## src/verilog/pin_router_pkg.sv

```systemverilog
// package: constants and carriers for the multifunction pin router
// assumes a 32-bit avalon-mm slave and seven multifunction terminals
//
// Contract
// software programs routing once at power-up
// routing default loadable from serial eeprom
// bits 31-28 read zero, writes ignored
// selectors cleared only by global reset; the code's reset loads terminal 3's selector with 0001 instead of clearing it
// terminal 6 selector, code 0000 reserved
// terminal 5 lower codes select functions
// terminal 5 upper codes select functions
// terminal 4 lower codes select functions
// terminal 4 upper codes select functions
// terminal 3: serialized irq, irq2-irq15
// terminal 2 lower codes select functions
// terminal 2 upper codes select functions
// terminal 1: input 1, leds, event, irq15
// terminal 0: input 0, audio, irqs, leds
// input change sets event status flag
// general output drives output register bit
// reserved codes leave terminal idle
// inputs undriven, outputs driven continuously
package pin_router_pkg;
  // ==========================================================
  // bus map
  localparam int          ADDR_W          = 8;
  localparam int          NUM_PINS        = 7;
  localparam int          NUM_GP          = 5;
  localparam logic [7:0]  ROUTE_OFFSET    = 8'h8c;
  localparam logic [7:0]  GPIO_OFFSET     = 8'h88;
  localparam logic [31:0] ROUTE_RESET     = 32'h0000_1000;
  localparam logic [31:0] ROUTE_MASK      = 32'h0fff_ffff;
  localparam logic [4:0]  GP_RESET        = 5'h00;
  // gpio word field positions
  localparam int          STS_LSB         = 0;
  localparam int          EN_LSB          = 8;
  localparam int          IN_LSB          = 16;
  localparam int          OUT_LSB         = 24;
  // ==========================================================
  // selector codes
  localparam logic [3:0]  SEL_GPI         = 4'h0;
  localparam logic [3:0]  SEL_GPO         = 4'h1;
  localparam logic [3:0]  SEL_SERIRQ      = 4'h1;
  localparam logic [3:0]  SEL_PCI_LINE    = 4'h2;
  localparam logic [3:0]  SEL_IRQ3        = 4'h3;
  localparam logic [3:0]  SEL_IRQ4        = 4'h4;
  localparam logic [3:0]  SEL5_DBG_RX     = 4'h4;
  localparam logic [3:0]  SEL_IRQ5        = 4'h5;
  localparam logic [3:0]  SEL4_DBG_TX     = 4'h5;
  localparam logic [3:0]  SEL_AUDIO       = 4'h8;
  localparam logic [3:0]  SEL_IRQ9        = 4'h9;
  localparam logic [3:0]  SEL2_FLASH_LED  = 4'h9;
  localparam logic [3:0]  SEL_A           = 4'ha;
  localparam logic [3:0]  SEL_B           = 4'hb;
  localparam logic [3:0]  SEL_C           = 4'hc;
  localparam logic [3:0]  SEL_D           = 4'hd;
  localparam logic [3:0]  SEL_GPE         = 4'he;
  localparam logic [3:0]  SEL_IRQ15       = 4'hf;
  localparam logic [3:0]  IRQ7            = 4'h7;
  // ==========================================================
  // carriers
  typedef enum logic [2:0] {
    K_NONE  = 3'b000,
    K_OUT   = 3'b001,
    K_GPI   = 3'b010,
    K_GRANT = 3'b011,
    K_RX    = 3'b100
  } pin_kind_t;

  typedef struct packed {
    pin_kind_t  kind;
    logic       level;
  } pin_cfg_t;

  typedef struct packed {
    logic [15:0] irq;
    logic        serirq;
    logic        pci_req;
    logic        dbg_tx;
    logic        audio_pwm;
    logic        flash_media_led;
    logic        link_led;
    logic        led_a_one;
    logic        led_a_two;
    logic        skt_led;
    logic        ring_out;
    logic        intc;
    logic        intd;
    logic        internal_test_multiplexer;
  } src_t;

  typedef struct packed {
    logic [NUM_PINS-1:0] pin_out;
    logic [NUM_PINS-1:0] pin_oe;
  } pin_drive_t;
endpackage : pin_router_pkg

```

## src/verilog/pin_sync.sv

```systemverilog
// two-flop synchroniser for the terminal input levels
// assumes asynchronous pin levels and a clock enable from the core
`timescale 1ns/1ps
`default_nettype none
module pin_sync #(
  parameter int WIDTH = 7
) (
  input  wire logic             i_core_clk,
  input  wire logic             i_rstn,
  input  wire logic             i_ce,
  input  wire logic [WIDTH-1:0] i_async,
  output logic      [WIDTH-1:0] o_sync
);
  typedef struct packed {
    logic [WIDTH-1:0] meta;
    logic [WIDTH-1:0] sync;
  } sync_state_t;

  sync_state_t st_r;
  sync_state_t st_nxt;

  // refuse an empty input bus
  if (WIDTH < 1)
  begin : g_bad_width
    $error("pin_sync needs a positive width");
  end

  // first stage feeds only the second
  always_comb
  begin
    st_nxt      = st_r;
    st_nxt.meta = i_async;
    st_nxt.sync = st_r.meta;
  end

  // registered stages
  always_ff @(posedge i_core_clk)
  begin
    if (!i_rstn)
      st_r <= '0;
    else if (i_ce)
      st_r <= st_nxt;
  end

  assign o_sync = st_r.sync;
endmodule : pin_sync
`default_nettype wire

```

## src/verilog/multifunction_pin_router.sv

```systemverilog
// multifunction pin router: routing register, gpio event logic, pin mux
// assumes avalon-mm master on i_core_clk, terminals asynchronous
//
// Our own choice: the Avalon-MM register port.
`timescale 1ns/1ps
`default_nettype none
module multifunction_pin_router (
  input  wire logic                    i_core_clk,
  input  wire logic                    i_rstn,
  input  wire logic                    i_ce,
  // avalon-mm slave
  input  wire logic [7:0]              i_address,
  input  wire logic                    i_read,
  input  wire logic                    i_write,
  input  wire logic [3:0]              i_byteenable,
  input  wire logic [31:0]             i_writedata,
  output logic      [31:0]             o_readdata,
  output logic                         o_waitrequest,
  // default routing from eeprom loader
  input  wire logic                    i_eeprom_load,
  input  wire logic [31:0]             i_eeprom_data,
  // internal function sources
  input  wire pin_router_pkg::src_t    i_src,
  // internal function sinks
  output logic                         o_pci_grant_line,
  output logic                         o_debug_serial_receive,
  output logic                         o_gpe_active,
  // terminals
  input  wire logic [6:0]              i_pin_in,
  output logic      [6:0]              o_pin_out,
  output logic      [6:0]              o_pin_oe
);
  localparam int NP = pin_router_pkg::NUM_PINS;
  localparam int NG = pin_router_pkg::NUM_GP;

  typedef struct packed {
    logic [31:0]              route;
    logic [NG-1:0]            gpo;
    logic [NG-1:0]            gpi;
    logic [NG-1:0]            sts;
    logic [NG-1:0]            en;
    logic                     ack;
    logic [31:0]              rdata;
    pin_router_pkg::pin_drive_t drv;
    logic                     grant;
    logic                     rx;
    logic                     general_purpose_event_out;
  } state_t;

  state_t st_r;
  state_t st_nxt;

  // ==========================================================
  // input synchroniser
  logic [NP-1:0] pin_s;

  pin_sync #(
    .WIDTH (NP)
  ) i_pin_sync (
    .i_core_clk (i_core_clk),
    .i_rstn     (i_rstn),
    .i_ce       (i_ce),
    .i_async    (i_pin_in),
    .o_sync     (pin_s)
  );

  // ==========================================================
  // selector decode per terminal
  function automatic pin_router_pkg::pin_cfg_t decode(
    input int                   idx,
    input logic [3:0]           code,
    input pin_router_pkg::src_t s,
    input logic [NG-1:0]        gpo,
    input logic                 gpe_n
  );
    pin_router_pkg::pin_cfg_t c;
    c = '{kind: pin_router_pkg::K_NONE, level: 1'b0};
    // upper shared code, general event
    if (code == pin_router_pkg::SEL_GPE && idx != 3 && idx != 6)
      c = '{kind: pin_router_pkg::K_OUT, level: gpe_n};
    case (idx)
      5:
      begin
        case (code)
          pin_router_pkg::SEL_GPI:      c.kind = pin_router_pkg::K_GPI;
          pin_router_pkg::SEL_GPO:      c = '{pin_router_pkg::K_OUT, gpo[4]};
          pin_router_pkg::SEL_PCI_LINE: c.kind = pin_router_pkg::K_GRANT;
          pin_router_pkg::SEL5_DBG_RX:  c.kind = pin_router_pkg::K_RX;
          pin_router_pkg::SEL_AUDIO:    c = '{pin_router_pkg::K_OUT, s.audio_pwm};
          pin_router_pkg::SEL_A:        c = '{pin_router_pkg::K_OUT, s.flash_media_led};
          pin_router_pkg::SEL_B:        c = '{pin_router_pkg::K_OUT, s.link_led};
          pin_router_pkg::SEL_C:        c = '{pin_router_pkg::K_OUT, s.led_a_one};
          pin_router_pkg::SEL_D:        c = '{pin_router_pkg::K_OUT, s.skt_led};
          pin_router_pkg::SEL_IRQ3,
          pin_router_pkg::SEL_IRQ5,
          pin_router_pkg::SEL_IRQ9,
          pin_router_pkg::SEL_IRQ15:    c = '{pin_router_pkg::K_OUT, s.irq[code]};
          default:                      ;
        endcase
      end
      4:
      begin
        case (code)
          pin_router_pkg::SEL_GPI:      c.kind = pin_router_pkg::K_GPI;
          pin_router_pkg::SEL_GPO:      c = '{pin_router_pkg::K_OUT, gpo[3]};
          pin_router_pkg::SEL4_DBG_TX:  c = '{pin_router_pkg::K_OUT, s.dbg_tx};
          pin_router_pkg::SEL_AUDIO:    c = '{pin_router_pkg::K_OUT, s.audio_pwm};
          pin_router_pkg::SEL_A:        c = '{pin_router_pkg::K_OUT, s.intd};
          pin_router_pkg::SEL_B:        c = '{pin_router_pkg::K_OUT, s.flash_media_led};
          pin_router_pkg::SEL_C:        c = '{pin_router_pkg::K_OUT, s.ring_out};
          pin_router_pkg::SEL_D:        c = '{pin_router_pkg::K_OUT, s.skt_led};
          pin_router_pkg::SEL_IRQ3,
          pin_router_pkg::SEL_IRQ4,
          pin_router_pkg::SEL_IRQ9,
          pin_router_pkg::SEL_IRQ15:    c = '{pin_router_pkg::K_OUT, s.irq[code]};
          default:                      ;
        endcase
      end
      3:
      begin
        if (code == pin_router_pkg::SEL_SERIRQ)
          c = '{pin_router_pkg::K_OUT, s.serirq};
        else if (code >= pin_router_pkg::SEL_PCI_LINE)
          c = '{pin_router_pkg::K_OUT, s.irq[code]};
      end
      2:
      begin
        case (code)
          pin_router_pkg::SEL_GPI:      c.kind = pin_router_pkg::K_GPI;
          pin_router_pkg::SEL_GPO:      c = '{pin_router_pkg::K_OUT, gpo[2]};
          pin_router_pkg::SEL_PCI_LINE: c = '{pin_router_pkg::K_OUT, s.pci_req};
          pin_router_pkg::SEL_AUDIO:    c = '{pin_router_pkg::K_OUT, s.audio_pwm};
          pin_router_pkg::SEL2_FLASH_LED: c = '{pin_router_pkg::K_OUT, s.flash_media_led};
          pin_router_pkg::SEL_B:        c = '{pin_router_pkg::K_OUT, s.intc};
          pin_router_pkg::SEL_C:        c = '{pin_router_pkg::K_OUT, s.ring_out};
          pin_router_pkg::SEL_D:        c = '{pin_router_pkg::K_OUT, s.internal_test_multiplexer};
          pin_router_pkg::SEL_IRQ15:    c = '{pin_router_pkg::K_OUT, s.irq[pin_router_pkg::IRQ7]};
          pin_router_pkg::SEL_IRQ3,
          pin_router_pkg::SEL_IRQ4,
          pin_router_pkg::SEL_IRQ5,
          pin_router_pkg::SEL_A:        c = '{pin_router_pkg::K_OUT, s.irq[code]};
          default:                      ;
        endcase
      end
      1, 0:
      begin
        case (code)
          pin_router_pkg::SEL_GPI:      c.kind = pin_router_pkg::K_GPI;
          pin_router_pkg::SEL_C:        c = '{pin_router_pkg::K_OUT, s.led_a_one};
          pin_router_pkg::SEL_D:        c = '{pin_router_pkg::K_OUT, s.led_a_two};
          pin_router_pkg::SEL_IRQ15:    c = '{pin_router_pkg::K_OUT, s.irq[code]};
          default:                      ;
        endcase
        // terminal 0 adds audio and irq9-irq11
        if (idx == 0 && code == pin_router_pkg::SEL_AUDIO)
          c = '{pin_router_pkg::K_OUT, s.audio_pwm};
        if (idx == 0 && code >= pin_router_pkg::SEL_IRQ9 && code <= pin_router_pkg::SEL_B)
          c = '{pin_router_pkg::K_OUT, s.irq[code]};
      end
      default:
        c.kind = pin_router_pkg::K_NONE; // terminal 6 has no function
    endcase
    return c;
  endfunction : decode

  // terminal index feeding each general input bit
  function automatic int gp_pin(input int g);
    return (g >= 3) ? g + 1 : g;
  endfunction : gp_pin

  // ==========================================================
  // per-terminal configuration
  pin_router_pkg::pin_cfg_t cfg [NP];
  logic [3:0]               sel [NP];

  genvar gi;
  generate
    for (gi = 0; gi < NP; gi++)
    begin : g_pin
      assign sel[gi] = st_r.route[4*gi +: 4];
      assign cfg[gi] = decode(gi, sel[gi], i_src, st_r.gpo, ~st_r.general_purpose_event_out);
    end
  endgenerate

  // ==========================================================
  // bus decode
  logic        req;
  logic        hit_route;
  logic        hit_gpio;
  logic [31:0] bmask;
  logic [31:0] gpio_word;

  assign req       = i_read | i_write;
  assign hit_route = (i_address == pin_router_pkg::ROUTE_OFFSET);
  assign hit_gpio  = (i_address == pin_router_pkg::GPIO_OFFSET);
  assign bmask     = {{8{i_byteenable[3]}}, {8{i_byteenable[2]}},
                      {8{i_byteenable[1]}}, {8{i_byteenable[0]}}};

  // one wait cycle then answer
  assign o_waitrequest = req & ~st_r.ack;

  // gpio word as read
  always_comb
  begin
    gpio_word = '0;
    gpio_word[pin_router_pkg::STS_LSB +: NG] = st_r.sts;
    gpio_word[pin_router_pkg::EN_LSB  +: NG] = st_r.en;
    gpio_word[pin_router_pkg::IN_LSB  +: NG] = st_r.gpi;
    gpio_word[pin_router_pkg::OUT_LSB +: NG] = st_r.gpo;
  end

  // ==========================================================
  // next state
  always_comb
  begin
    logic        wr_now;
    logic [31:0] wd;
    logic [NG-1:0] chg;
    logic [NG-1:0] clr;
    wr_now = 1'b0;
    wd     = '0;
    chg    = '0;
    clr    = '0;
    st_nxt = st_r;
    st_nxt.ack = req & ~st_r.ack;
    // read data captured during the wait cycle
    st_nxt.rdata = '0;
    if (i_read && hit_route)
      st_nxt.rdata = st_r.route & pin_router_pkg::ROUTE_MASK;
    else if (i_read && hit_gpio)
      st_nxt.rdata = gpio_word;
    wr_now = i_write & st_r.ack;
    wd     = i_writedata;
    // routing register write, top nibble dropped
    if (wr_now && hit_route)
      st_nxt.route = ((st_r.route & ~bmask) | (wd & bmask))
                     & pin_router_pkg::ROUTE_MASK;
    // eeprom default overrides a bus write
    if (i_eeprom_load)
      st_nxt.route = i_eeprom_data & pin_router_pkg::ROUTE_MASK;
    // gpio word write: enable, output, status clear
    if (wr_now && hit_gpio && i_byteenable[1])
      st_nxt.en = wd[pin_router_pkg::EN_LSB +: NG];
    if (wr_now && hit_gpio && i_byteenable[3])
      st_nxt.gpo = wd[pin_router_pkg::OUT_LSB +: NG];
    if (wr_now && hit_gpio && i_byteenable[0])
      clr = wd[pin_router_pkg::STS_LSB +: NG];
    // input sampling and change events, set wins over clear
    for (int g = 0; g < NG; g++)
    begin
      if (cfg[gp_pin(g)].kind == pin_router_pkg::K_GPI)
      begin
        st_nxt.gpi[g] = pin_s[gp_pin(g)];
        chg[g]        = pin_s[gp_pin(g)] ^ st_r.gpi[g];
      end
    end
    st_nxt.sts = (st_r.sts & ~clr) | chg;
    st_nxt.general_purpose_event_out = |(st_nxt.sts & st_nxt.en);
    // terminal drive, registered
    st_nxt.grant = 1'b1;
    st_nxt.rx    = 1'b1;
    for (int p = 0; p < NP; p++)
    begin
      st_nxt.drv.pin_oe[p]  = (cfg[p].kind == pin_router_pkg::K_OUT);
      st_nxt.drv.pin_out[p] = (cfg[p].kind == pin_router_pkg::K_OUT)
                              & cfg[p].level;
      if (cfg[p].kind == pin_router_pkg::K_GRANT)
        st_nxt.grant = pin_s[p];
      if (cfg[p].kind == pin_router_pkg::K_RX)
        st_nxt.rx = pin_s[p];
    end
  end

  // ==========================================================
  // state register, global reset only
  always_ff @(posedge i_core_clk)
  begin
    if (!i_rstn)
    begin
      st_r       <= '0;
      st_r.route <= pin_router_pkg::ROUTE_RESET;
      st_r.grant <= 1'b1;
      st_r.rx    <= 1'b1;
    end
    else if (i_ce)
      st_r <= st_nxt;
  end

  // outputs
  assign o_readdata             = st_r.rdata;
  assign o_pin_out              = st_r.drv.pin_out;
  assign o_pin_oe               = st_r.drv.pin_oe;
  assign o_pci_grant_line       = st_r.grant;
  assign o_debug_serial_receive = st_r.rx;
  assign o_gpe_active           = st_r.general_purpose_event_out;

  logic wr_now_dbg;
  assign wr_now_dbg = i_write & st_r.ack & hit_gpio;
endmodule : multifunction_pin_router
`default_nettype wire

```

## config.mk

```make
export PLATFORM = sky130hd
export DESIGN_NAME = multifunction_pin_router
export DESIGN_NICKNAME = d
export VERILOG_FILES = /design/src/verilog/pin_router_pkg.sv /design/src/verilog/pin_sync.sv /design/src/verilog/multifunction_pin_router.sv
export SDC_FILE = /design/constraint.sdc
export NUM_CORES = 1
export LEC_CHECK = 0
export BUFFER_PORTS_ARGS = -buffer_cell sky130_fd_sc_hd__buf_2
export CELL_PAD_IN_SITES_DETAIL_PLACEMENT = 0
export CELL_PAD_IN_SITES_GLOBAL_PLACEMENT = 1
export CORE_UTILIZATION = 30
export DETAILED_ROUTE_END_ITERATION = 8
export PLACE_DENSITY = 0.72
export SYNTH_ARGS = -nofsm -noshare
export SYNTH_HDL_FRONTEND = slang
export SYNTH_SLANG_ARGS = --single-unit
```

## constraint.sdc

```tcl
create_clock -name i_core_clk -period 2.31 [get_ports i_core_clk]
set_input_delay 0.3465 -clock i_core_clk [delete_from_list [all_inputs] [get_ports i_core_clk]]
set_output_delay 0.3465 -clock i_core_clk [all_outputs]
set_load 0.02 [all_outputs]
```

# Yosys cells after proc, flatten, opt, wreduce, memory -nomap -nowiden
# Index checks and enable logic that the tools add are counted.
[classes]
n_lt_le_gt_ge = 9
n_eq_ne = 73
muxes = 54
n_bitwise = 24
reduce_logical = 30
[ops]
columns = ["operator", "n"]
rows = [
  ["4-bit == test (second input constant)", 33],
  ["29-bit two-way mux", 2],
  ["28-bit AND", 2],
  ["28-bit two-way mux", 2],
  ["4-bit by 5-bit < comparator with 1-bit output (second input constant)", 6],
  ["28-bit NOT", 1],
  ["28-bit bitwise OR", 1],
  ["3-bit by 2-bit == test with 1-bit output (second input constant)", 9],
  ["1-bit binary-select mux with 4-bit select", 6],
  ["4-bit by 3-bit == test with 1-bit output (second input constant)", 6],
  ["1-bit two-way mux", 23],
  ["4-bit by 2-bit == test with 1-bit output (second input constant)", 5],
  ["4-bit zero test", 5],
  ["4-bit by 1-bit == test with 1-bit output (second input constant)", 4],
  ["8-bit == test (second input constant)", 2],
  ["3-bit by 1-bit == test with 1-bit output (second input constant)", 5],
  ["3-bit == test (second input constant)", 5],
  ["2-bit two-way mux", 7],
  ["2-bit AND reduction", 7],
  ["2-bit case mux with 2 select lines", 3],
  ["3-bit case mux with 4 select lines", 1],
  ["12-bit OR reduction", 1],
  ["4-bit OR reduction", 3],
  ["11-bit OR reduction", 1],
  ["25 further kinds", 50],
]
[totals]
ff_bits = 108
input_bits = 118
output_inout_bits = 50
word_cells = 208

# Logic depth before layout (Yosys ltp)
[depth]
depth_word = 12
mapped_depth = 7
depth_no_buf = 5

# By module
# Synthesis repeated with hierarchy kept, for this count alone.
[hier_totals]
cells_unflattened = 692
hier_area_um2 = 6228.5
[modules_own_cells]
columns = ["mod", "n_inst", "cells_per_inst", "area_per_inst_um2", "seq_area_each_um2"]
rows = [
  ["multifunction_pin_router", 1, 647, 5685.5, 1861.8],
  ["pin_sync", 1, 45, 543.0, 280.3],
]

# Worst setup path after synthesis
# No wires, ideal clock.
[synth_path]
path_kind = "in2reg"
startpoint = "in i_address[6]"
endpoint = "reg st_r, in the netlist o_gpe_active"
setup_ns = 0.074
arrival_time_ns = 1.965
required_time_ns = 2.236
slack_ns = 0.271
cell_stages = 7
n_path_buf = 2
path_cell_list = "or4b_4 > buf_6 > or3_1 > buf_2 > mux2i_1 > o221a_1 > a31oi_1"
[synth_via]
elab_chain_cells = 9
word_cells_on_any_way = 11
classes_between = "eq/ne (1); mux (2); bitwise (4); reduce/logical (4)"
[synth_rtl]
columns = ["item", "line_no", "text"]
rows = [
  ["start, declared", "multifunction_pin_router.sv:12", "input wire logic [7:0] i_address,"],
  ["8-bit == test *", "multifunction_pin_router.sv:195", "assign hit_gpio = (i_address == pin_router_pkg::GPIO_OFFSET);"],
  ["1-bit logical AND *", "multifunction_pin_router.sv:242, multifunction_pin_router.sv:246", ""],
  ["1-bit logical AND", "multifunction_pin_router.sv:246", "if (wr_now && hit_gpio && i_byteenable[0])"],
  ["5-bit two-way mux", "multifunction_pin_router.sv:246", ""],
  ["5-bit NOT", "multifunction_pin_router.sv:257", "st_nxt.sts = (st_r.sts & ~clr) | chg;"],
  ["5-bit AND", "multifunction_pin_router.sv:257", ""],
  ["5-bit bitwise OR", "multifunction_pin_router.sv:257", ""],
  ["5-bit AND *", "multifunction_pin_router.sv:258", "st_nxt.general_purpose_event_out = |(st_nxt.sts & st_nxt.en);"],
  ["5-bit OR reduction *", "multifunction_pin_router.sv:258", ""],
  ["end signal, assigned", "multifunction_pin_router.sv:286", "st_r <= st_nxt;"],
  ["end, declared", "multifunction_pin_router.sv:50", "state_t st_r;"],
]
# Mark *: on every way between the ends. The rest lies on a longest branch, timed or not.
# A chain may end at the register's enable or synchronous reset.

==> results by group <==
Clock network
  – # clock sinks: 103
  – Root Buffer Master: clkbuf_16
  – TritonCTS buffer count: 9
  – Clock tree buffer depth: 2
  – Clock tree from TritonCTS: built
  – H-tree levels: 3
  – Post-cts resize count: 0
  – CTS Hold Buffers Added: 0
  – Post-CTS setup repair buffer count: 0
  – Clock transition at path regs: around 70 ps
  – Later-pin clock latency in the skew report: between 300 and 400 ps

Flow run
  – Max Cap Viol: 0

Route
  – Wirelength, routed: 18.3 mm
  – Drt wl/cell: between 15 and 20 microns
  – First-pass DRT Iterations: 5
  – Drt first-iter violations: 362
  – Via count: between 5000 and 6000
  – DR vias/cell: slightly above 5
  – DRC: 0
  – Post-route ant nets: 0

STA
  – Crit path time final: 2120 ps
  – Slew @ Worst Pin: approximately 630 ps
  – Clk_skew: 9.36 ps
  – Final hold vios: 0
  – Max Fclk: between 400 and 500 MHz
  – RSZ-0062 raised after global routing: no
  – Max_slew headroom: a little under three fifths
  – Setup violators final: 0
  – Final worst-path cycle share: approximately 90%
  – Final Max Tran Viols: 0
  – Final setup TNS: 0 ps

Critical path
  – Worst EP arrival: around 2400 ps
  – Most common cell on crit path: mux4_2
  – Critical path cell sequence: mux4_2 > mux4_2 > nor2b_1 > o311a_1
  – CP bufs+invs: 0
  – Worst setup EP type: flip-flop
  – Critical path depth in cells: 4
  – Largest delay contributor family on the critical path: multiplexers
  – Crit path required time: between 2000 and 3000 ps
  – Critical-path top delay cell: mux4_2
  – FF-to-FF path depth: 4
  – Max FO, Critical Path: 6
  – Crit-path max cell delay: 540 ps
  – Critical path type: flip-flop to flip-flop
  – Critical Path Start Type: flip-flop

Synthesis
  – Top_reg_cell synth: dfxtp_1
  – Post-synthesis sequential area ratio: 35.6%
  – Cells after Synth: 700
  – Average size of a mapped cell: 8.28 sq um
  – Yosys Warn Count: 0
  – Post-synth EDFFs: 0
  – Post-synth ARST share: 0%
  – Flops & latches, synth: 103
  – Library cells used by synthesis: 61
  – Netlist Area Pre-Place: 5790 sq um

Power and ir drop
  – P per Cell Area: 606 nW/um^2
  – Design Power: 4150 uW
  – Max VDD drop: 0.312 mV
  – Static Leak: between 0.002 and 0.003 uW

Layout
  – Layout area overhead: 18.2%
  – Area of the multi-input gates: slightly above 3000 sq um
  – Most common cell after layout, fill and taps aside: buf_2
  – Sequential cell area: 2060 sq um
  – Nets: between 900 and 1000
  – ANT cells: 0
  – Share of cells above drive strength 1: between 30% and 40%
  – Most frequent cells in the layout: buf_2 (153), dfxtp_1 (103), nor2_1 (96)
  – Fill count: 2010

GRT
  – Initial antenna violation count: 0
  – Vias in the first global route: 4942
  – Pin count of the biggest net entering global routing: 40
  – Grt total ovfl: 0
  – Gr usage total: about a fifth
  – First-pass GRT wire length: 28.3 mm

Place
  – Global placer's final weighted congestion: 0.865
  – Post-DP HPWL: 13.9 mm
  – Port buffer count: ~150

Outcome
  – Outcome: complete, no violations

Floorplanning
  – Core area: ~19000 sq um
  – DIE AREA: roughly 20000 sq um
  – Die H: roughly 140 microns
  – IO Count: 168
  – Starting Density: 30.8%
  – Die width: between 100 and 150 microns
  – Row count: 50

Hold path
  – Cell count of the worst hold path: 3
  – Worst Min Path Start: i_pin_in[4]
  – Worst Hold Class: primary input to flip-flop
-- metal layers --
layer	up-vias	global-route usage, %	routed length, microns
met5	-	0	0
met4	0	6.41	303
met3	20	2.89	1010
met2	202	29.6	8340
met1	2436	25.8	8600
li1	2643	-	-
-- worst paths after layout --
path / to / slack (ps)
hold reg to reg: o_readdata[23]$_SDFFE_PN0P_ / 460
setup / recovery: o_pin_out[4]$_SDFFE_PN0P_ / 190
setup reg to reg: o_pin_out[4]$_SDFFE_PN0P_ / 190
hold / removal: i_pin_sync.st_nxt[4]$_SDFFE_PN0P_ / 230
-- worst min-delay path: cells and delay by family --
family	cells	cell delay, ps
buf+inv	1	70
mux	1	60
simple gates	1	70
-- where the power goes --
part / internal [uW] / leakage, uW / total (uW) / switching, uW
Combinational: 331 / 0.00199 / 732 / 401
Clock: 734 / 0.000128 / 1470 / 734
Sequential: 1850 / 0.000842 / 1950 / 99.7
-- cell usage after synthesis, drive strengths merged (4+ instances only) --
library cell / instances / area share, %
dfxtp: 103 / 36
nor2: 99 / 6.5
a21oi: 67 / 5.8
buf: 57 / 7.0
clkbuf: 45 / 2.9
inv: 38 / 2.5
nand2: 37 / 2.4
o221a: 28 / 5.4
mux2i: 27 / 4.7
nand3: 26 / 2.2
nor3: 23 / 2.0
a221oi: 22 / 3.3
o21ai: 18 / 1.6
mux4: 13 / 5.1
nor2b: 12 / 1.3
nor4: 9 / 1.2
a211oi: 7 / 0.91
nand2b: 7 / 0.76
mux2: 5 / 0.97
nor3b: 4 / 0.60
xor2: 4 / 0.60
-- through the flow --
| stage | utilization (%) | cells | hold slack [ps] | setup WS, ps | instance area (sq um) |
|---|---|---|---|---|---|
| final | 36.4 | 1054 | 225 | 194 | 6850 |
| after global routing | 36.4 | 1054 | 249 | 115 | 6850 |
| after CTS | 36.4 | 1054 | 220 | 200 | 6850 |
| after detailed placement | 34.9 | 1039 | 454 | 68.7 | 6580 |
| after global placement | 34.9 | 1039 | 450 | 93.0 | 6580 |
| after floorplan | - | 704 | 441 | 271 | 5810 |
-- kinds of logic after synthesis --
logic type             synth area share, %
flip-flops                            35.6
buffers and inverters                 12.4
multiplexers                          10.7
AO/OA/AOI/OAI                         20.8
AND/OR/NAND/NOR                       19.7
other                               0.0647
XOR/XNOR                             0.907
-- layout make-up --
type	instances	share of cell area, %
Clock buffer	9	3.29
Timing Repair Buffer	177	14.7
Inverter	38	2.08
Sequential cell	103	30.1
Clock inverter	6	0.676
Tap cell	260	4.75
Multi-Input combinational cell	461	44.4
Note: power is estimated with default switching activity, not from simulation.
